**src/include/tcp_pkg.sv**
```systemverilog
package tcp_pkg;

    // ==========================================
    // Sizes
    localparam int NUM_UNITS = 8;
    localparam int CNT_W = 16;
    localparam int DEAD_W = 8;
    localparam int ADDR_W = 12;
    localparam int DATA_W = 32;

    // ==========================================
    // Register offsets: REG_* are word indices within a unit, OFS_* are byte addresses
    // Per unit: base = unit index * UNIT_STRIDE
    localparam logic [ADDR_W-1:0] UNIT_STRIDE = 12'h020;
    localparam logic [2:0] REG_CTRL = 3'h0;
    localparam logic [2:0] REG_PERIOD = 3'h1;
    localparam logic [2:0] REG_COMPARE = 3'h2;
    localparam logic [2:0] REG_DEAD = 3'h3;
    localparam logic [2:0] REG_CAPTURE = 3'h4;
    localparam logic [2:0] REG_COUNT = 3'h5;
    localparam logic [ADDR_W-1:0] OFS_STATUS = 12'h100;
    localparam logic [ADDR_W-1:0] OFS_MASK = 12'h104;

    // ==========================================
    // Control field positions
    localparam int CTRL_EN = 0;
    localparam int CTRL_RELOAD = 1;
    localparam int CTRL_QUAD = 2;
    localparam int CTRL_SAFE_TRUE = 3;
    localparam int CTRL_SAFE_COMPL = 4;
    localparam int CTRL_HALTED = 5;
    localparam int CTRL_W = 5;

    // Status layout: period match in [7:0], capture in [15:8]
    localparam int STAT_TC = 0;
    localparam int STAT_CAP = 8;
    localparam int STAT_W = 16;

    // ==========================================
    // Reset values
    localparam logic [CTRL_W-1:0] CTRL_RST = 5'h02;
    localparam logic [CNT_W-1:0] PERIOD_RST = 16'hffff;
    localparam logic [CNT_W-1:0] COMPARE_RST = 16'h0000;
    localparam logic [DEAD_W-1:0] DEAD_RST = 8'h00;
    localparam logic [STAT_W-1:0] STAT_RST = 16'h0000;

    // ==========================================
    // Carriers
    typedef struct packed {
        logic [ADDR_W-1:0] paddr;
        logic psel;
        logic penable;
        logic pwrite;
        logic [DATA_W-1:0] pwdata;
    } tcp_apb_req_t;

    typedef struct packed {
        logic [NUM_UNITS-1:0] capture;
        logic [NUM_UNITS-1:0] quad_a;
        logic [NUM_UNITS-1:0] quad_b;
        logic kill;
    } tcp_pins_t;

    localparam int PINS_W = 3 * NUM_UNITS + 1;

endpackage

```
**src/core/tcp_sync.sv**
```systemverilog
`timescale 1ns/1ps
module tcp_sync #(
    parameter int W = 1
) (
    input wire logic clk,
    input wire logic sys_rst,
    input wire logic [W-1:0] async_in,
    output logic [W-1:0] sync_out
);
    logic [W-1:0] meta_q;

    // ==========================================
    // Two-stage synchroniser; first stage feeds only the second
    always_ff @(posedge clk) begin
        if (sys_rst) begin
            meta_q <= '0;
            sync_out <= '0;
        end else begin
            meta_q <= async_in;
            sync_out <= meta_q;
        end
    end
endmodule

```
**src/core/tcp_unit.sv**
```systemverilog
// Local design decisions: the placing of the registers and the APB interface to the registers.
`timescale 1ns/1ps
//   Function
// - 16-bit counter, software-set period length
// - Capture event copies counter into capture register
// - Period match halts or reloads per option in counter mode; quadrature mode always wraps
// - Compare values drive PWM duty outputs
// - True and complement outputs with dead band
// - Kill input forces outputs to safe state
// - Each unit offers quadrature decoding
// - Eight independent timer/counter/PWM units
module tcp_unit (
    input wire logic clk,
    input wire logic sys_rst,
    input wire tcp_pkg::tcp_apb_req_t apb_req,
    output logic [tcp_pkg::DATA_W-1:0] prdata_q,
    output logic pready_q,
    output logic pslverr_q,
    input wire tcp_pkg::tcp_pins_t pins_in,
    output logic [tcp_pkg::NUM_UNITS-1:0] line_q,
    output logic [tcp_pkg::NUM_UNITS-1:0] line_compl_q,
    output logic irq_q
);
    import tcp_pkg::*;

    // ==========================================
    // Input synchronisation
    tcp_pins_t pins_s;
    logic [PINS_W-1:0] pins_s_bits;

    tcp_sync #(
        .W(PINS_W)
    ) u_sync (
        .clk(clk),
        .sys_rst(sys_rst),
        .async_in(pins_in),
        .sync_out(pins_s_bits)
    );

    assign pins_s = pins_s_bits;

    // ==========================================
    // APB decode
    function automatic logic unit_hit(input logic [ADDR_W-1:0] a, input int u,
                                      input logic [2:0] r);
        logic [ADDR_W-1:0] base;
        base = ADDR_W'(u) * UNIT_STRIDE;
        unit_hit = (a == (base + {7'h00, r, 2'b00}));
    endfunction

    wire access = apb_req.psel & apb_req.penable;
    wire take = access & ~pready_q;
    wire wr_fire = access & pready_q & apb_req.pwrite;
    wire [ADDR_W-1:0] addr = apb_req.paddr;
    wire [DATA_W-1:0] wdata = apb_req.pwdata;
    wire unit_range = (addr < (ADDR_W'(NUM_UNITS) * UNIT_STRIDE));
    wire [2:0] reg_idx = addr[4:2];
    wire [2:0] unit_idx = addr[7:5];
    wire unit_valid = unit_range & (addr[1:0] == 2'b00) & (reg_idx <= REG_COUNT);
    wire hit_status = (addr == OFS_STATUS);
    wire hit_mask = (addr == OFS_MASK);
    wire mapped = unit_valid | hit_status | hit_mask;

    // ==========================================
    // Per-unit state gathered for readback
    logic [NUM_UNITS-1:0][CTRL_W-1:0] ctrl_all;
    logic [NUM_UNITS-1:0] halted_all;
    logic [NUM_UNITS-1:0][CNT_W-1:0] period_all;
    logic [NUM_UNITS-1:0][CNT_W-1:0] compare_all;
    logic [NUM_UNITS-1:0][DEAD_W-1:0] dead_all;
    logic [NUM_UNITS-1:0][CNT_W-1:0] capture_all;
    logic [NUM_UNITS-1:0][CNT_W-1:0] count_all;
    logic [NUM_UNITS-1:0] tc_evt;
    logic [NUM_UNITS-1:0] cap_evt;

    genvar gi;
    generate
        for (gi = 0; gi < NUM_UNITS; gi++) begin : g_unit
            logic [CTRL_W-1:0] ctrl_q;
            logic halted_q;
            logic [CNT_W-1:0] period_q;
            logic [CNT_W-1:0] compare_q;
            logic [DEAD_W-1:0] dead_cfg_q;
            logic [CNT_W-1:0] cap_q;
            logic [CNT_W-1:0] cnt_q;
            logic [CNT_W-1:0] cnt_d;
            logic halted_d;
            logic tc_d;
            logic cap_prev_q;
            logic qa_prev_q;
            logic qb_prev_q;
            logic raw_q;
            logic [DEAD_W-1:0] dead_cnt_q;

            wire wr_ctrl = wr_fire & unit_hit(addr, gi, REG_CTRL);
            wire en = ctrl_q[CTRL_EN];
            wire reload = ctrl_q[CTRL_RELOAD];
            wire quad = ctrl_q[CTRL_QUAD];
            wire at_period = (cnt_q == period_q);
            wire qa = pins_s.quad_a[gi];
            wire qb = pins_s.quad_b[gi];
            wire q_step = qa ^ qa_prev_q ^ qb ^ qb_prev_q;
            wire q_up = q_step & (qa ^ qb_prev_q);
            wire q_dn = q_step & (qb ^ qa_prev_q);
            wire cap_edge = pins_s.capture[gi] & ~cap_prev_q;
            wire raw = en & ~quad & (cnt_q < compare_q);
            wire dead_done = (dead_cnt_q == '0);

            // Counter next state
            always_comb begin
                cnt_d = cnt_q;
                halted_d = halted_q;
                tc_d = 1'b0;
                if (wr_ctrl) begin
                    cnt_d = '0;
                    halted_d = 1'b0;
                end else if (en && quad) begin
                    if (q_up) begin
                        tc_d = at_period;
                        cnt_d = at_period ? '0 : cnt_q + 1'b1;
                    end else if (q_dn) begin
                        tc_d = (cnt_q == '0);
                        cnt_d = (cnt_q == '0) ? period_q : cnt_q - 1'b1;
                    end
                end else if (en && !halted_q) begin
                    if (at_period) begin
                        tc_d = 1'b1;
                        if (reload) begin
                            cnt_d = '0;
                        end else begin
                            halted_d = 1'b1;
                        end
                    end else begin
                        cnt_d = cnt_q + 1'b1;
                    end
                end
            end

            // Software registers
            always_ff @(posedge clk) begin
                if (sys_rst) begin
                    ctrl_q <= CTRL_RST;
                    period_q <= PERIOD_RST;
                    compare_q <= COMPARE_RST;
                    dead_cfg_q <= DEAD_RST;
                end else begin
                    if (wr_ctrl) begin
                        ctrl_q <= wdata[CTRL_W-1:0];
                    end
                    if (wr_fire && unit_hit(addr, gi, REG_PERIOD)) begin
                        period_q <= wdata[CNT_W-1:0];
                    end
                    if (wr_fire && unit_hit(addr, gi, REG_COMPARE)) begin
                        compare_q <= wdata[CNT_W-1:0];
                    end
                    if (wr_fire && unit_hit(addr, gi, REG_DEAD)) begin
                        dead_cfg_q <= wdata[DEAD_W-1:0];
                    end
                end
            end

            // Counter, capture and quadrature history
            always_ff @(posedge clk) begin
                if (sys_rst) begin
                    cnt_q <= '0;
                    halted_q <= 1'b0;
                    cap_q <= '0;
                    cap_prev_q <= 1'b0;
                    qa_prev_q <= 1'b0;
                    qb_prev_q <= 1'b0;
                end else begin
                    cnt_q <= cnt_d;
                    halted_q <= halted_d;
                    cap_prev_q <= pins_s.capture[gi];
                    qa_prev_q <= qa;
                    qb_prev_q <= qb;
                    if (en && cap_edge) begin
                        cap_q <= cnt_q;
                    end
                end
            end

            // Dead band: both outputs off for dead_cfg cycles after each edge
            always_ff @(posedge clk) begin
                if (sys_rst) begin
                    raw_q <= 1'b0;
                    dead_cnt_q <= '0;
                end else if (raw != raw_q) begin
                    raw_q <= raw;
                    dead_cnt_q <= dead_cfg_q;
                end else if (!dead_done) begin
                    dead_cnt_q <= dead_cnt_q - 1'b1;
                end
            end

            // Output stage; kill overrides for as long as it stays high
            always_ff @(posedge clk) begin
                if (sys_rst) begin
                    line_q[gi] <= 1'b0;
                    line_compl_q[gi] <= 1'b0;
                end else if (pins_s.kill) begin
                    line_q[gi] <= ctrl_q[CTRL_SAFE_TRUE];
                    line_compl_q[gi] <= ctrl_q[CTRL_SAFE_COMPL];
                end else if (!en || quad) begin
                    line_q[gi] <= 1'b0;
                    line_compl_q[gi] <= 1'b0;
                end else begin
                    line_q[gi] <= raw_q & dead_done;
                    line_compl_q[gi] <= ~raw_q & dead_done;
                end
            end

            assign ctrl_all[gi] = ctrl_q;
            assign halted_all[gi] = halted_q;
            assign period_all[gi] = period_q;
            assign compare_all[gi] = compare_q;
            assign dead_all[gi] = dead_cfg_q;
            assign capture_all[gi] = cap_q;
            assign count_all[gi] = cnt_q;
            assign tc_evt[gi] = tc_d;
            assign cap_evt[gi] = en & cap_edge;
        end
    endgenerate

    // ==========================================
    // Interrupt status and mask
    logic [STAT_W-1:0] status_q;
    logic [STAT_W-1:0] status_d;
    logic [STAT_W-1:0] mask_q;
    wire [STAT_W-1:0] events = {cap_evt, tc_evt};
    wire [STAT_W-1:0] clr_bits = (wr_fire & hit_status) ? wdata[STAT_W-1:0] : '0;

    // New event wins over a write-one-to-clear in the same cycle
    assign status_d = (status_q & ~clr_bits) | events;

    always_ff @(posedge clk) begin
        if (sys_rst) begin
            status_q <= STAT_RST;
            mask_q <= STAT_RST;
            irq_q <= 1'b0;
        end else begin
            status_q <= status_d;
            if (wr_fire && hit_mask) begin
                mask_q <= wdata[STAT_W-1:0];
            end
            irq_q <= |(status_d & mask_q);
        end
    end

    // ==========================================
    // Read mux
    logic [DATA_W-1:0] rd_unit;
    logic [DATA_W-1:0] rd_data;

    always_comb begin
        rd_unit = '0;
        case (reg_idx)
            REG_CTRL: rd_unit = {26'h0000000, halted_all[unit_idx], ctrl_all[unit_idx]};
            REG_PERIOD: rd_unit = {16'h0000, period_all[unit_idx]};
            REG_COMPARE: rd_unit = {16'h0000, compare_all[unit_idx]};
            REG_DEAD: rd_unit = {24'h000000, dead_all[unit_idx]};
            REG_CAPTURE: rd_unit = {16'h0000, capture_all[unit_idx]};
            REG_COUNT: rd_unit = {16'h0000, count_all[unit_idx]};
            default: rd_unit = '0;
        endcase
    end

    assign rd_data = unit_valid ? rd_unit :
                     hit_status ? {16'h0000, status_q} :
                     hit_mask ? {16'h0000, mask_q} : '0;

    // ==========================================
    // APB answer: one wait state, then pready for one cycle
    always_ff @(posedge clk) begin
        if (sys_rst) begin
            pready_q <= 1'b0;
            pslverr_q <= 1'b0;
            prdata_q <= '0;
        end else begin
            pready_q <= take;
            pslverr_q <= take & ~mapped;
            if (take && !apb_req.pwrite) begin
                prdata_q <= rd_data;
            end
        end
    end
endmodule

```
**config.mk**
```make
export PLATFORM = sky130hd
export DESIGN_NAME = tcp_unit
export DESIGN_NICKNAME = d
export VERILOG_FILES = /design/src/include/tcp_pkg.sv /design/src/core/tcp_sync.sv /design/src/core/tcp_unit.sv
export SDC_FILE = /design/constraint.sdc
export NUM_CORES = 2
export LEC_CHECK = 0
export ABC_AREA = 1
export BUFFER_PORTS_ARGS = -buffer_cell sky130_fd_sc_hd__clkbuf_2
export CORE_MARGIN = 3
export CORE_UTILIZATION = 57
export CTS_CLUSTER_SIZE = 24
export DETAILED_ROUTE_END_ITERATION = 10
export GPL_TIMING_DRIVEN = 0
export PLACE_DENSITY = 0.77
export SLEW_MARGIN = 20
export SYNTH_ARGS = -nofsm -noshare
export SYNTH_HDL_FRONTEND = slang
export SYNTH_SLANG_ARGS = --single-unit
```
**constraint.sdc**
```tcl
create_clock -name clk -period 1.9 [get_ports clk]
set_input_delay 0.38 -clock clk [delete_from_list [all_inputs] [get_ports clk]]
set_output_delay 0.38 -clock clk [all_outputs]
set_load 0.005 [all_outputs]
```
==> qor.csv, run 1 <==
metric,value,unit
yosysUniqueCellTypes,60,
place_ws,-2.08,ns
synth.most_common_cell,o21ai_0,
worstEpCategory,sequential cell input,
status,did not finish,
ys_async_sr_fraction,0,%
rows,105,
synth_flop_cell,dfxtp_1,
die_height,296,µm
syn_area_per_cell,6.72,µm²
syn_inst,7108,
synth_edf_count,0,
initial_core_util,57.9,%
lastStage,global routing,
synth_common_cells,"o21ai_0 (1196), nand2_1 (1019), nor2_1 (856), dfxtp_1 (837), inv_1 (731)",
error_line,[ERROR GRT-0232] Routing congestion too high. Check the congestion heatmap in the GUI.,
grt-worst-endpoint,g_unit[5].cnt_q[6]$_SDFFE_PP0P_/D,
hpwl,198,mm
synth_top_area_share,35.1,%
yosys_warnings,0,
io_buffers,89,
dp_cells,8286,
ys_ff_latch,837,
grt_util_all_layers,79.6,%
yosysSeqAreaShare,35.1,%
cts-root-buf,clkbuf_16,
cts_htree_levels,3,
clock_sinks,837,
grt_max_degree,20,
gp_congestion,1.25,
synth_top_cell_by_area,dfxtp_1,
cts.path.max_buffers,3,
synthesis.area,0.0478,mm²
numCtsBuffers,90,
io_pins,125,
grt_overflow,385,
synth_top_cells_by_area,"dfxtp_1 (35%), o21ai_0 (13%), nand2_1 (8.0%)",
fp.dieW,296,µm
[cell families after synthesis]
group / synth area share, %
adder cells (fa/ha/maj): 3.98
other: 0.00785
buffers and inverters: 10.2
flip-flops: 35.1
AND/OR/NAND/NOR: 20.4
AO/OA/AOI/OAI: 26.6
XOR/XNOR: 3.79
[layer usage]
metal	GRT overflow	track usage, %
met4	124	77.1
met2	197	93.6
met3	33	65.9
met5	7	39.9
met1	24	81.0
[metrics by stage]
stage	TNS, ns	hold slack (ns)	instance area [µm²]
3_5_place_dp	-918.45	0.399	49700
3_3_place_gp	-878.51	0.391	49600
2_1_floorplan	0	0.388	47800
4_1_cts	-12.37	0.00235	60800
[repair_timing]
item / in CTS
setup endpoints to repair: 748
hold buffers: 29
pin swaps: 243
buffers inserted: 298
endpoints found under the hold margin: 29
gates cloned: 14
gates resized for setup: 1857
==> inputs of run 2 (changes only) <==
- CORE_UTILIZATION: 57 -> 40
- CTS_CLUSTER_SIZE: 24 -> not set
- PLACE_DENSITY: 0.77 -> not set
- PLACE_DENSITY_LB_ADDON: not set -> 0.15
- clock period: 1.9 -> 2.5 ns (I/O delays scaled with it)
==> run 2 against run 1 <==
Compared with the run above:
- the flow now finishes, with violations (setup timing)
- area after synthesis stayed put
- synthesized cell count stayed put
==> qor.csv, run 2 <==
metric,value,unit,change
synthToLayoutAreaGrowth,18.1,%,
synth_top_cells_by_area,"dfxtp_1 (35%), o21ai_0 (13%), nand2_1 (8.0%)",,
fin_crit_sh,110,%,
wire_per_inst,32.6,µm,
max_freq,364,MHz,
final_common_cell,o21ai_0,,
synth_common_cells,"o21ai_0 (1196), nand2_1 (1019), nor2_1 (856), dfxtp_1 (837), inv_1 (731)",,
cts_htree_levels,3,,unchanged
numCtsBuffers,100,,+11%
synth_top_area_share,35.1,%,unchanged
yosysSeqAreaShare,35.1,%,unchanged
totalPowerFinal,0.0353,W,
peakVddDrop,0.533,mV,
vias,56300,,
place_ws,-1.86,ns,+0.216 ns
yosysUniqueCellTypes,60,,unchanged
first_iter_violations,8246,,
grt_util_all_layers,46.2,%,
worst_pin_slew,1.30,ns,
setup_viol,79,,
clkTransAtPathRegs,0.06,ns,
grt_max_degree,20,,
die_height,352,µm,+19%
cts_tree,done,,
clkLatencyLatePin,0.77,ns,
final_util,47.7,%,
synth_edf_count,0,,unchanged
nets,7668,,
finalWorstSetupSlack,-0.248,ns,
grt_pass1_wl,397,mm,
cts.path.max_buffers,3,,unchanged
first_pass_iters,6,,
crit_path_end_kind,flop,,
tns,-5.18,ns,
crit_fanout,10,,
fp.dieW,352,µm,+19%
initial_core_util,40.4,%,-18 points
rsz0062_at_grt,true,,
synth_top_cell_by_area,dfxtp_1,,
clock_sinks,837,,unchanged
layout_common_cells,"o21ai_0 (1100), nand2_1 (994), nor2_1 (805)",,
synth.most_common_cell,o21ai_0,,
status,"finished, violations left",,
yosys_warnings,0,,unchanged
ys_async_sr_fraction,0,%,unchanged
cap_violations,0,,
cts-root-buf,clkbuf_16,,
io_pins,125,,unchanged
grt_pass1_vias,49500,,
wl,296,mm,
synthesis.area,0.0478,mm²,unchanged
violations,setup timing,,
slew_viol_final,0,,
critPathKind,primary input to flop,,
syn_inst,7108,,unchanged
drive_gt1_share,13.1,%,
skew,0.0536,ns,
power.density,626,mW/mm²,
min_path_cells,3,,
grt_overflow,0,,
gp_congestion,1.11,,-11%
ys_ff_latch,837,,unchanged
io_buffers,89,,unchanged
whs,0.0591,ns,
maxSlewHeadroom,13.2,%,
leakagePower,24.8,nW,
core_area,0.118,mm²,
drc_errors,0,,
antenna_found_initial,37,,
hold_violations,0,,
r2r_cells,9,,
viasPerCell,6.21,,
hpwl,232,mm,+17%
rows,126,,+20%
synth_flop_cell,dfxtp_1,,
start_kind,primary input,,
syn_area_per_cell,6.72,µm²,unchanged
fp.dieArea,0.124,mm²,
arrival,3.33,ns,
period_needed,2.75,ns,
holdCritPathClass,primary input to flop,,
ant_nets,0,,
required,3.08,ns,
run 2: layer usage:
metal | track usage (%) | vias up | part of all wire [%]
li1 | - | 24600 | -
met1 | 59.1 | 26800 | 39
met2 | 65.8 | 3893 | 40
met3 | 12.3 | 978 | 12
met4 | 35.3 | 24 | 9.4
met5 | 0 | - | 0.053
run 2: logic make-up after synthesis:
group	Yosys count	share of synthesized area, %
fa+ha+maj	152	3.98
compound gates	2339	26.6
other cells	1	0.00785
flops	837	35.1
buf+inv	1218	10.2
xor+xnor	207	3.79
simple gates	2354	20.4
run 2: area by class of cell:
cell class	instances	area [µm²]
buffer	457	2310
timing repair inverter	1	7.51
tap	1536	1920
clock buffer	136	2850
fill	12500	61800
timing repair buffer	217	1770
multi-input combinational	5068	27000
antenna	13	32.5
inverter	760	2990
clock inverter	51	669
sequential	837	16900
run 2: through the flow:
step / instances / instance area [µm²]
floorplan: 7123 / 47800
global placement: 8748 / 50200
detailed placement: 8758 / 50500
CTS: 8996 / 55200
global route: 9065 / 56400
finish: 9076 / 56400
run 2: repair_timing:
item | CTS | global route
setup endpoints to repair | 631 | 388
hold buffers | 25 | 0
pin swaps | 12 | 22
hold endpoints to repair | 25 | 0
gates cloned | 0 | 1
setup buffers | 27 | 66
resized for setup | 304 | 317
run 2: worst paths after layout:
check                                            to  slack (ns)           startpoint
worst min register to register  u_sync.sync_out[22]        0.39    u_sync.meta_q[22]
worst max register to register         prdata_q[10]       -0.06  g_unit[7].cnt_q[10]
worst min-delay path                     mask_q[10]        0.06          apb_req[10]
worst max-delay path                   prdata_q[10]       -0.25          apb_req[40]
run 2: worst max-delay path: stages:
cell,delay (ns)
buf_6,0.15
clkbuf_1,0.79
a21oi_1,0.28
o21ai_0,0.27
o21ai_0,0.35
o21ai_0,0.24
nand4_1,0.26
nand2_1,0.32
a41oi_1,0.16
run 2: power breakdown:
| group | switching, W | internal, W |
|---|---|---|
| combinational | 0.00362 | 0.00165 |
| clock | 0.00679 | 0.00919 |
| sequential | 0.000311 | 0.0138 |
| total | 0.0107 | 0.0246 |
Power figures use the tool's default switching activity.
